==> src/rtl/config_nvm_map.vh <==
// Constants for the configuration memory controller: cell map, field
// positions, fault values and documented time limits.
// Assumes a 100 MHz system clock.
`ifndef CONFIG_NVM_MAP_VH
`define CONFIG_NVM_MAP_VH

`define CLK_MHZ             100
`define T_READ_INIT_US      50.0
`define T_WRT_ADDR_LOCK_MS  38.0
`define T_WRT_ADDR_OPEN_MS  12.5
`define T_WRT_ID1_USER_MS   38.0
`define T_WRT_ID1_MFR_MS    25.0
`define T_WRT_CELL_MS       12.5

`define CELL_SLAVE_ADDR     4'h0
`define CELL_ID1_USER       4'h1
`define CELL_ID1_MFR        4'h2
`define CELL_PROFILE        4'h4
`define CELL_ID2            4'h5
`define CELL_IO             4'h6
`define CELL_CTRL           4'h7
`define CELL_CTRL2          4'h8
`define CELL_LAST           4'h8
`define MARKER_ADDR         4'hF

`define LOCK_BIT            4
`define DELAY_MODE_BIT      3
`define INVERT_IN_BIT       2
`define BR_BLOCK_BIT        1
`define WD_INHIBIT_BIT      0
`define WD_PIN_SEL_BIT      0
`define DELAY_PIN_SEL_BIT   4
`define ID1_INHIBIT_BIT     4

`define MARKER_ON           5'h01
`define MARKER_OFF          5'h00
`define ADDR_CORRUPT        5'h00
`define CODE_CORRUPT        4'hF

`endif

==> src/rtl/config_nvm_write_check.v <==
// Configuration memory controller: power-on read-out with parity check,
// guarded user-area write with integrity marker, status bits, flag decode.
// Assumes a memory macro on the same clock answering each request with a
// one-cycle mem_done; call strobes come from same-clock protocol logic.
`timescale 1ns/1ps
`include "config_nvm_map.vh"

module config_nvm_write_check #(
  parameter integer INIT_CYC      = `T_READ_INIT_US * `CLK_MHZ,
  parameter integer ADDR_LOCK_CYC = `T_WRT_ADDR_LOCK_MS * 1000 * `CLK_MHZ,
  parameter integer ADDR_OPEN_CYC = `T_WRT_ADDR_OPEN_MS * 1000 * `CLK_MHZ,
  parameter integer ID1_USER_CYC  = `T_WRT_ID1_USER_MS * 1000 * `CLK_MHZ,
  parameter integer ID1_MFR_CYC   = `T_WRT_ID1_MFR_MS * 1000 * `CLK_MHZ,
  parameter integer CELL_CYC      = `T_WRT_CELL_MS * 1000 * `CLK_MHZ
) (
  input  wire       clk,
  input  wire       rst_n,
  input  wire       addr_assign_call,
  input  wire [4:0] new_address,
  input  wire       write_ext_id_one_call,
  input  wire [3:0] new_ext_id_one,
  input  wire       read_status_call,
  input  wire       broadcast_reset_call,
  input  wire       safety_mode,
  input  wire       peripheral_fault_input,
  input  wire       parameter_pin_zero,
  input  wire       parameter_pin_one,
  input  wire [3:0] data_port_in,
  output wire       mem_req,
  output reg        mem_we,
  output reg  [3:0] mem_addr,
  output reg  [5:0] mem_wdata,
  input  wire       mem_done,
  input  wire [5:0] mem_rdata,
  input  wire [5:0] safe_rdata,
  output reg        init_done,
  output reg  [3:0] status_resp,
  output reg        status_valid,
  output reg        broadcast_reset_exec,
  output reg  [4:0] slave_address,
  output reg  [3:0] profile_code,
  output reg  [3:0] extension_id_one,
  output reg  [3:0] extension_id_two,
  output reg  [3:0] io_code,
  output reg  [3:0] data_port_used,
  output reg        watchdog_enable,
  output reg        delay_active
);

  // Power-on read-out, idle, then one state per memory operation of the guarded write
  localparam [7:0] ST_INIT   = 8'h01;
  localparam [7:0] ST_IDLE   = 8'h02;
  localparam [7:0] ST_MSET_W = 8'h04;
  localparam [7:0] ST_MSET_R = 8'h08;
  localparam [7:0] ST_DATA_W = 8'h10;
  localparam [7:0] ST_DATA_R = 8'h20;
  localparam [7:0] ST_MCLR_W = 8'h40;
  localparam [7:0] ST_MCLR_R = 8'h80;

  // Data bits plus odd parity in the sixth bit
  function [5:0] enc;
    input [4:0] d;
    begin
      enc = {~^d, d};
    end
  endfunction

  reg  [7:0]  state_r;
  reg         go_r;
  reg  [21:0] tmo_r;
  reg  [21:0] step_r;
  reg  [21:0] lim_r;
  reg  [3:0]  idx_r;
  reg  [3:0]  wr_addr_r;
  reg  [4:0]  wr_data_r;
  reg  [5:0]  cell_r [0:8];
  reg         marker_r;
  reg         user_bad_r;
  reg         safe_perr_r;
  reg  [6:0]  pin_s1_r;
  reg  [6:0]  pin_s2_r;
  integer     i;
  wire [8:0]  par_ok;
  wire        user_perr;
  wire        fw_perr;
  wire        lock;
  wire        pending;
  wire        fault;
  wire        tmo_hit;

  assign mem_req = go_r;

  genvar gi;
  generate
    for (gi = 0; gi < 9; gi = gi + 1) begin : g_par
      assign par_ok[gi] = ^cell_r[gi];
    end
  endgenerate

  assign user_perr = ~&par_ok[2:0];
  assign fw_perr   = ~&par_ok[8:4];
  assign lock      = cell_r[`CELL_CTRL][`LOCK_BIT];
  assign pending   = ~(state_r == ST_IDLE || state_r == ST_INIT);
  assign fault     = fw_perr | safe_perr_r | pin_s2_r[6];
  // Whole-call limit or per-cell limit, whichever runs out first
  assign tmo_hit   = (tmo_r >= lim_r) | (step_r >= CELL_CYC[21:0]);

  // Pins are asynchronous to clk
  always @(posedge clk or negedge rst_n) begin
    if (!rst_n) begin
      pin_s1_r <= 7'h00;
      pin_s2_r <= 7'h00;
    end else begin
      pin_s1_r <= {peripheral_fault_input, parameter_pin_one,
                   parameter_pin_zero, data_port_in};
      pin_s2_r <= pin_s1_r;
    end
  end

  always @(posedge clk or negedge rst_n) begin
    if (!rst_n) begin
      state_r     <= ST_INIT;
      go_r        <= 1'b1;
      tmo_r       <= 22'h000000;
      step_r      <= 22'h000000;
      lim_r       <= INIT_CYC[21:0];
      idx_r       <= 4'h0;
      wr_addr_r   <= 4'h0;
      wr_data_r   <= 5'h00;
      mem_we      <= 1'b0;
      mem_addr    <= 4'h0;
      mem_wdata   <= 6'h00;
      marker_r    <= 1'b0;
      user_bad_r  <= 1'b0;
      safe_perr_r <= 1'b0;
      init_done   <= 1'b0;
      // Odd-parity blanks keep the fault bit defined before read-out
      for (i = 0; i < 9; i = i + 1)
        cell_r[i] <= 6'h20;
    end else begin
      go_r   <= 1'b0;
      tmo_r  <= tmo_r + 22'h000001;
      step_r <= step_r + 22'h000001;
      case (state_r)
        ST_INIT: begin
          if (mem_done) begin
            go_r   <= 1'b1;
            step_r <= 22'h000000;
            if (safety_mode && idx_r != `MARKER_ADDR && !(^safe_rdata))
              safe_perr_r <= 1'b1;
            if (idx_r == `MARKER_ADDR) begin
              go_r       <= 1'b0;
              marker_r   <= mem_rdata[0];
              user_bad_r <= mem_rdata[0] | user_perr;
              init_done  <= 1'b1;
              state_r    <= ST_IDLE;
            end else begin
              cell_r[idx_r] <= mem_rdata;
              idx_r    <= (idx_r == `CELL_LAST) ? `MARKER_ADDR
                                                : idx_r + 4'h1;
              mem_addr <= (idx_r == `CELL_LAST) ? `MARKER_ADDR
                                                : idx_r + 4'h1;
            end
          end else if (tmo_r >= lim_r) begin
            // A memory that never answers leaves safe defaults
            user_bad_r  <= 1'b1;
            safe_perr_r <= 1'b1;
            init_done   <= 1'b1;
            state_r     <= ST_IDLE;
          end
        end
        ST_IDLE: begin
          mem_we <= 1'b0;
          if (addr_assign_call) begin
            wr_addr_r <= `CELL_SLAVE_ADDR;
            wr_data_r <= new_address;
            lim_r     <= lock ? ADDR_LOCK_CYC[21:0]
                              : ADDR_OPEN_CYC[21:0];
          end else begin
            wr_addr_r <= lock ? `CELL_ID1_USER : `CELL_ID1_MFR;
            wr_data_r <= {1'b0, new_ext_id_one};
            lim_r     <= lock ? ID1_USER_CYC[21:0]
                              : ID1_MFR_CYC[21:0];
          end
          if (addr_assign_call || (write_ext_id_one_call &&
              !(lock && cell_r[`CELL_ID2][`ID1_INHIBIT_BIT]))) begin
            state_r   <= ST_MSET_W;
            go_r      <= 1'b1;
            tmo_r     <= 22'h000000;
            step_r    <= 22'h000000;
            mem_we    <= 1'b1;
            mem_addr  <= `MARKER_ADDR;
            mem_wdata <= enc(`MARKER_ON);
            marker_r  <= 1'b1;
          end
        end
        ST_MSET_W: begin
          if (mem_done) begin
            state_r <= ST_MSET_R;
            go_r    <= 1'b1;
            step_r  <= 22'h000000;
            mem_we  <= 1'b0;
          end
        end
        ST_MSET_R: begin
          if (mem_done) begin
            step_r <= 22'h000000;
            if (mem_rdata == enc(`MARKER_ON)) begin
              state_r   <= ST_DATA_W;
              go_r      <= 1'b1;
              mem_we    <= 1'b1;
              mem_addr  <= wr_addr_r;
              mem_wdata <= enc(wr_data_r);
            end else begin
              // Marker did not take; S3 stays up so the master retries
              state_r <= ST_IDLE;
            end
          end
        end
        ST_DATA_W: begin
          if (mem_done) begin
            state_r <= ST_DATA_R;
            go_r    <= 1'b1;
            step_r  <= 22'h000000;
            mem_we  <= 1'b0;
          end
        end
        ST_DATA_R: begin
          if (mem_done) begin
            step_r <= 22'h000000;
            if (mem_rdata == enc(wr_data_r)) begin
              cell_r[wr_addr_r] <= mem_rdata;
              // Other user cells may still carry a parity fault
              user_bad_r <= ~&(par_ok[2:0] |
                               (3'h1 << wr_addr_r[1:0]));
              state_r    <= ST_MCLR_W;
              go_r       <= 1'b1;
              mem_we     <= 1'b1;
              mem_addr   <= `MARKER_ADDR;
              mem_wdata  <= enc(`MARKER_OFF);
            end else begin
              if (!(^mem_rdata))
                user_bad_r <= 1'b1;
              state_r <= ST_IDLE;
            end
          end
        end
        ST_MCLR_W: begin
          if (mem_done) begin
            state_r <= ST_MCLR_R;
            go_r    <= 1'b1;
            step_r  <= 22'h000000;
            mem_we  <= 1'b0;
          end
        end
        ST_MCLR_R: begin
          if (mem_done) begin
            if (mem_rdata == enc(`MARKER_OFF))
              marker_r <= 1'b0;
            state_r <= ST_IDLE;
          end
        end
        default: begin
          state_r <= ST_IDLE;
        end
      endcase
      // Abandoned writes keep the marker set so the master sees a failure
      if (pending && tmo_hit && !mem_done) begin
        state_r <= ST_IDLE;
        go_r    <= 1'b0;
        mem_we  <= 1'b0;
      end
    end
  end

  // Decoded configuration and status, all registered
  always @(posedge clk or negedge rst_n) begin
    if (!rst_n) begin
      status_resp          <= 4'h0;
      status_valid         <= 1'b0;
      broadcast_reset_exec <= 1'b0;
      slave_address        <= `ADDR_CORRUPT;
      profile_code         <= `CODE_CORRUPT;
      extension_id_one     <= 4'h0;
      extension_id_two     <= 4'h0;
      io_code              <= `CODE_CORRUPT;
      data_port_used       <= 4'h0;
      watchdog_enable      <= 1'b0;
      delay_active         <= 1'b0;
    end else begin
      status_valid <= read_status_call;
      // S2 has no source in this block and reads zero
      if (read_status_call)
        status_resp <= {marker_r, 1'b0, fault, pending};
      broadcast_reset_exec <= broadcast_reset_call & init_done &
                              ~cell_r[`CELL_CTRL][`BR_BLOCK_BIT];
      slave_address <= user_bad_r ? `ADDR_CORRUPT
                       : cell_r[`CELL_SLAVE_ADDR][4:0];
      profile_code  <= user_bad_r ? `CODE_CORRUPT
                       : cell_r[`CELL_PROFILE][3:0];
      io_code       <= user_bad_r ? `CODE_CORRUPT
                       : cell_r[`CELL_IO][3:0];
      extension_id_one <= lock ? cell_r[`CELL_ID1_USER][3:0]
                               : cell_r[`CELL_ID1_MFR][3:0];
      extension_id_two <= cell_r[`CELL_ID2][3:0];
      data_port_used   <= pin_s2_r[3:0] ^
                          {4{cell_r[`CELL_CTRL][`INVERT_IN_BIT]}};
      watchdog_enable  <= init_done &
                          ~cell_r[`CELL_CTRL][`WD_INHIBIT_BIT] &
                          (~cell_r[`CELL_CTRL2][`WD_PIN_SEL_BIT] |
                           pin_s2_r[4]);
      delay_active     <= cell_r[`CELL_IO][`DELAY_PIN_SEL_BIT]
                          ? pin_s2_r[5]
                          : cell_r[`CELL_CTRL][`DELAY_MODE_BIT];
    end
  end

endmodule

==> config.mk <==
export PLATFORM = sky130hd
export DESIGN_NAME = config_nvm_write_check
export DESIGN_NICKNAME = d
export VERILOG_FILES = /design/src/rtl/config_nvm_write_check.v
export VERILOG_INCLUDE_DIRS = /design/src /design/src/rtl
export SDC_FILE = /design/constraint.sdc
export NUM_CORES = 1
export LEC_CHECK = 0
export BUFFER_PORTS_ARGS = -buffer_cell sky130_fd_sc_hd__buf_2
export CAP_MARGIN = 30
export CORE_MARGIN = 2
export CORE_UTILIZATION = 42
export DETAILED_ROUTE_END_ITERATION = 12
export MAX_ROUTING_LAYER = met4
export PLACE_DENSITY = 0.68
export SYNTH_ARGS = -nofsm -noshare
export SYNTH_HDL_FRONTEND = slang
export SYNTH_SLANG_ARGS = --single-unit
==> constraint.sdc <==
create_clock -name clk -period 4.25 [get_ports clk]
set_input_delay 0.6375 -clock clk [delete_from_list [all_inputs] [get_ports clk]]
set_output_delay 0.6375 -clock clk [all_outputs]
set_load 0.02 [all_outputs]
* After elaboration in Yosys (flattened, before gate mapping)
Index checks and enable logic that the tools add are counted.
** Word-level totals
- Word-level logic and storage cells :: 244
- Register bits :: 203
** Cells by class
- Multiplexer cells :: 90
- Eq/ne operators :: 41
- Reductions and logical operators :: 48
- Add/sub/neg operators :: 3
- Bitwise logic cells :: 18
- Order comparisons :: 6
- Shifts and indexed selects :: 1
** Operators with widths (count)
- $mux 54 :: 4
- $mux 22 :: 6
- $bwmux 54 :: 2
- $pmux 54 s2 :: 1
- $mux 8 :: 11
- $pmux 8 s8 :: 1
- $reduce_xor 6->1 :: 10
- $demux 6 s4 :: 2
- $add 22x1->22 const B :: 2
- $mux 4 :: 11
- $pmux 22 s2 :: 1
- $mux 6 :: 7
- $mux 1 :: 31
- $ne 3x3->1 const B :: 9
- $ge 22x21->1 const B :: 1
- $ge 22x22->1 :: 1
- $mux 21 :: 1
- $pmux 6 s3 :: 1
- $reduce_and 6->1 :: 3
- $ne 2x2->1 const B :: 8
- $pmux 4 s4 :: 1
- $mux 5 :: 3
- $reduce_and 3->1 :: 5
- $reduce_and 5->1 :: 3
- other kinds (45) :: 82

* Depth between registers and ports, before layout
- Word-level depth :: 9
- Depth in mapped cells :: 9
- Depth with buffers taken out :: 9

* Worst setup path before layout
OpenSTA, ideal clock, no wires.
- Kind :: register to register
- Start :: register lim_r[12]
- End :: register user_bad_r
- Data arrival time :: 2422 ps
- Period minus slack after synthesis :: 2549 ps
- Stages on the path, launching flop included :: 10
- Setup time :: 128 ps
- Buffers on the path :: 0
- Path slack :: 1701 ps
- Cells stage by stage :: dfstp_2 > inv_1 > ha_1 > nand4_1 > a311oi_1 > a211oi_1 > o41ai_4 > o31ai_4 > a211oi_2 > mux2_1
** On the way
- Word-level cells in the longest chain between the ends :: 3
** Ends and longest elaborated chain
- start: declaration :: line config_nvm_write_check.v:72 : reg [21:0] lim_r;
- start signal: assignment :: line config_nvm_write_check.v:126 : lim_r <= INIT_CYC[21:0];
- start signal: assignment :: line config_nvm_write_check.v:177 : lim_r <= lock ? ADDR_LOCK_CYC[21:0]
- start signal: assignment :: line config_nvm_write_check.v:182 : lim_r <= lock ? ID1_USER_CYC[21:0]
- $ge 22x22->1 :: line config_nvm_write_check.v:164 : end else if (tmo_r >= lim_r) begin
- $ne 3x2->1 (no source line)
- $reduce_and 5->1 (no source line)
- end signal: assignment :: line config_nvm_write_check.v:154 : user_bad_r <= mem_rdata[0] | user_perr;
- end signal: assignment :: line config_nvm_write_check.v:234 : user_bad_r <= ~&(par_ok[2:0] |
- end: declaration :: line config_nvm_write_check.v:78 : reg user_bad_r;
Every way passes these cells.
A chain may end at the register's enable or synchronous reset.

* Worst setup path in the final report
- Start :: register lim_r[12]
- End :: register state_r[6]
** On the way
- Word-level cells in the longest chain between the ends :: 6
- Elaborated cells on any way between the ends :: 15
- Those cells by class :: order compare: 1; eq/ne: 9; mux: 1; bitwise: 1; reduce/logical: 3
** Ends and longest elaborated chain
- $ge 22x22->1 * :: line config_nvm_write_check.v:106, config_nvm_write_check.v:164
- $or 1x1->1 :: line config_nvm_write_check.v:106 : assign tmo_hit = (tmo_r >= lim_r) | (step_r >= CELL_CYC[21:0]);
- $logic_and 1x1->1 (2 in series) :: line config_nvm_write_check.v:268 : if (pending && tmo_hit && !mem_done) begin
- $ne 4x2->1 (no source line), or another cell as far along
- $reduce_and 9->1 (no source line)
- end signal: assignment :: line config_nvm_write_check.v:260 : state_r <= ST_IDLE;
- end signal: assignment :: line config_nvm_write_check.v:264 : state_r <= ST_IDLE;
- end signal: assignment :: line config_nvm_write_check.v:269 : state_r <= ST_IDLE;
- end: declaration :: line config_nvm_write_check.v:68 : reg [7:0] state_r;
Mark *: on every way between the ends. The rest lies on a longest branch, timed or not.

==> impl_metrics.env <==
export IMPL_die_area_um2=21800
export IMPL_multiInputGateArea_um2=3876
export IMPL_ff2ff_setup_slack_ps=1360
export IMPL_area_growth_pct=14.93
export IMPL_clk_latency_ps=440
export IMPL_drt_initial_drc_count=292
export IMPL_grt_ovfl_total=0
export IMPL_ant_nets=0
export IMPL_clockBufferDepth=2
export IMPL_yosysWarningCount=0
export IMPL_intPower_mw=3.362
export IMPL_synth_commonest_cells="dfrtp_1 (160), nor2_1 (76), nand2_1 (69)"
export IMPL_start_util_pct=42.83
export IMPL_track_usage_pct=18.57
export IMPL_synth_area_top_cells="dfrtp_1 (46%), xnor2_1 (6.5%), dfstp_2 (6.4%), ha_1 (4.5%), nor2_1 (3.3%)"
export IMPL_skew_ps=10.18
export IMPL_switching_power_mw=1.725
export IMPL_path_clk_slew_ps=70
export IMPL_grt_pass1_vias=6066
export IMPL_rsz0062_at_grt="no"
export IMPL_drt_pass1_iter_count=5
export IMPL_setup_viol=0
export IMPL_power_leakage_nw=4.670
export IMPL_wl_per_cell_um=15.77
export IMPL_power_frac_seq_pct=42.1
export IMPL_cts_setup_buffers=0
export IMPL_synthAdderAreaFrac_pct=4.476
export IMPL_worstMarginPinSlew_ps=809.2
export IMPL_syn_avg_cell_area_um2=10.81
export IMPL_p_comb_share_pct=25.9
export IMPL_p_total_mw=5.088
export IMPL_htree_levels=4
export IMPL_cap_violations=0
export IMPL_antenna_cells=0
export IMPL_numCtsBuffers=17
export IMPL_synth_mux_area_share_pct=5.097
export IMPL_synthDominantCellAreaShare_pct=46.20
export IMPL_io_pins=82
export IMPL_synth_compound_area_share_pct=10.12
export IMPL_yosys_area_top_type="dfrtp_1"
export IMPL_ctsResizeCount=0
export IMPL_crit_required_ps=4570
export IMPL_coreArea_um2=20230
export IMPL_hold_path_class="in -> async"
export IMPL_pwr_density_cell_nw_per_um2=510.8
export IMPL_relSlewSlack_pct=46.05
export IMPL_die_w_um=147.6
export IMPL_rows=52
export IMPL_setup_tns_ps=0
export IMPL_cts_root_buf="clkbuf_16"
export IMPL_power_clock_fraction_pct=32.0
export IMPL_yosys_area_share_xor_xnor_pct=10.48
export IMPL_ff_latch_area_um2=4556
export IMPL_cts_sinks=181
export IMPL_ys_seq_area_share_pct=52.57
export IMPL_status="completed"
export IMPL_cp_max_fo=6
export IMPL_holdBufCountCts=0
export IMPL_synth_seq_cells=181
export IMPL_postSynthNetCount=869
export IMPL_netSwitchingFraction_pct=33.91
export IMPL_synth_top_family_by_area="simple AND/OR/NAND/NOR gates"
export IMPL_end_kind="register"
export IMPL_cts_tree="built"
export IMPL_synthArstFlopShare_pct=100.0
export IMPL_die_h_um=147.6
export IMPL_netlist_instances=802
export IMPL_n_fill_cell=1830
export IMPL_fin_util_pct=49.22
export IMPL_drive_gt1_share_pct=20.87
export IMPL_fmax_mhz=345.9
export IMPL_peakVddDrop_mv=0.3780
export IMPL_place_gp_congestion=0.8410
export IMPL_critical_path_arrival_ps=3210
export IMPL_antenna_found_initial=0
export IMPL_grt_max_degree=94
export IMPL_synth_simple_area_share_pct=14.51
export IMPL_min_period_over_period_pct=68.02
export IMPL_drc_errors=0
export IMPL_wl_um=18390
export IMPL_synth_edf_count=0
export IMPL_nNetsFinal=950
export IMPL_synth_cell_types=71
export IMPL_vias=6037
export IMPL_fin_crit_ps=2891
export IMPL_syn_area_um2=8666
export IMPL_numPortBuffers=80
export IMPL_dpl_hpwl_um=12700
export IMPL_via_per_inst=5.178
export IMPL_worst_setup_path_start_kind="register"
export IMPL_slew_viol_final=0
export IMPL_grt_pass1_wl_um=31350
export IMPL_hold_viol_final=0
export IMPL_synth_top_flop_cell="dfrtp_1"
export IMPL_critical_path_class="reg -> reg"
export IMPL_synth_most_common_cell="dfrtp_1"
-- power by group through the flow --
stage | logic, mW | registers (mW) | clock network (mW)
floorplan | 0.876 | 2.20 | 0
global placement | 1.31 | 2.17 | 0
detailed placement | 1.32 | 2.17 | 0
CTS | 1.33 | 2.14 | 1.66
global route | 1.47 | 2.17 | 1.73
finish | 1.32 | 2.14 | 1.63
-- placed cells by master (no fill, tap or decap), types with 7 or more instances in the layout --
cell type | Yosys | routed
dfrtp_1 | 160 | 160
xor2_1 | 32 | 32
nor2b_1 | 8 | 8
buf_2 | 4 | 79
nand2_1 | 69 | 69
nor3_1 | 11 | 11
ha_1 | 31 | 31
xnor2_1 | 64 | 64
nand3_1 | 27 | 27
nor2_1 | 76 | 76
and3_1 | 9 | 9
mux2i_1 | 7 | 7
mux2_2 | 21 | 21
mux2_1 | 12 | 12
or2_2 | 9 | 9
o21ai_0 | 26 | 26
nand4_1 | 13 | 13
dfstp_2 | 21 | 21
inv_1 | 36 | 36
clkbuf_16 | 0 | 17
a21oi_1 | 32 | 32
o21ai_1 | 29 | 29
-- registers in the layout (all words and copies together), names as in the netlist, 5 cells and up --
register       count
tmo_r             22
pin_s1_r           7
lim_r              9
pin_s2_r           7
wr_data_r          5
step_r            22
cell_r            48
mem_wdata          6
state_r            8
slave_address      5
-- metrics by stage --
stage | hold WS, ps | setup WS (ps) | instances | cell area, um2
2_1_floorplan | 331.2 | 1701 | 802 | 8666
3_3_place_gp | 335.9 | 1533 | 1134 | 9350
3_5_place_dp | 334.7 | 1353 | 1134 | 9350
4_1_cts | 285.1 | 1372 | 1166 | 9960
5_1_grt | 284.3 | 1239 | 1166 | 9960
6_report | 259.0 | 1359 | 1166 | 9960
-- kinds of logic after synthesis --
family                     after synthesis
and+or+nand+nor                        257
AOI/OAI and AO/OA                      135
buffers and inverters                   58
other                                    1
muxes                                   40
xor gates and xnor gates                99
adders and majority gates               31
DFF                                    181
-- critical path, stage by stage, from the launching register on --
cell	delay, ps
dfstp_2	510
inv_1	60
ha_1	320
nand4_1	100
a311oi_1	280
a211oi_1	170
o41ai_4	640
o21ai_1	200
a21o_2	270
a22o_1	240
-- final timing paths --
| path | to | cells after the start | startpoint |
|---|---|---|---|
| max reg2reg | state_r[6] | 9 | lim_r[12] |
| min in group clk | pin_s1_r[1] | 1 | data_port_in[1] |
| min reg2reg | pin_s2_r[1] | 0 | pin_s1_r[1] |
| max | state_r[6] | 9 | lim_r[12] |
| min | extension_id_one[1] | 1 | rst_n |
| max in group asynchronous | state_r[0] | 2 | rst_n |
-- layer usage --
layer  wire length [um]  vias up  global-route usage (%)  share of wire [%]
met5                  0        -                       -                  0
met1               8628     2964                   25.05                 47
met3                556       29                   2.870                3.0
met2               8887      121                   28.95                 48
li1                   -     2923                       -                  -
met4                314        0                   6.154                1.7
-- final cells by class --
type | count | area share [%]
well taps | 270 | 3.392
inverters | 37 | 1.394
repair buffers | 83 | 4.435
multi-input cells | 563 | 38.92
clock buffers | 19 | 4.548
flip-flops and latches | 181 | 45.74
clock inverters | 13 | 1.570
(Power assumes the default switching activity.)
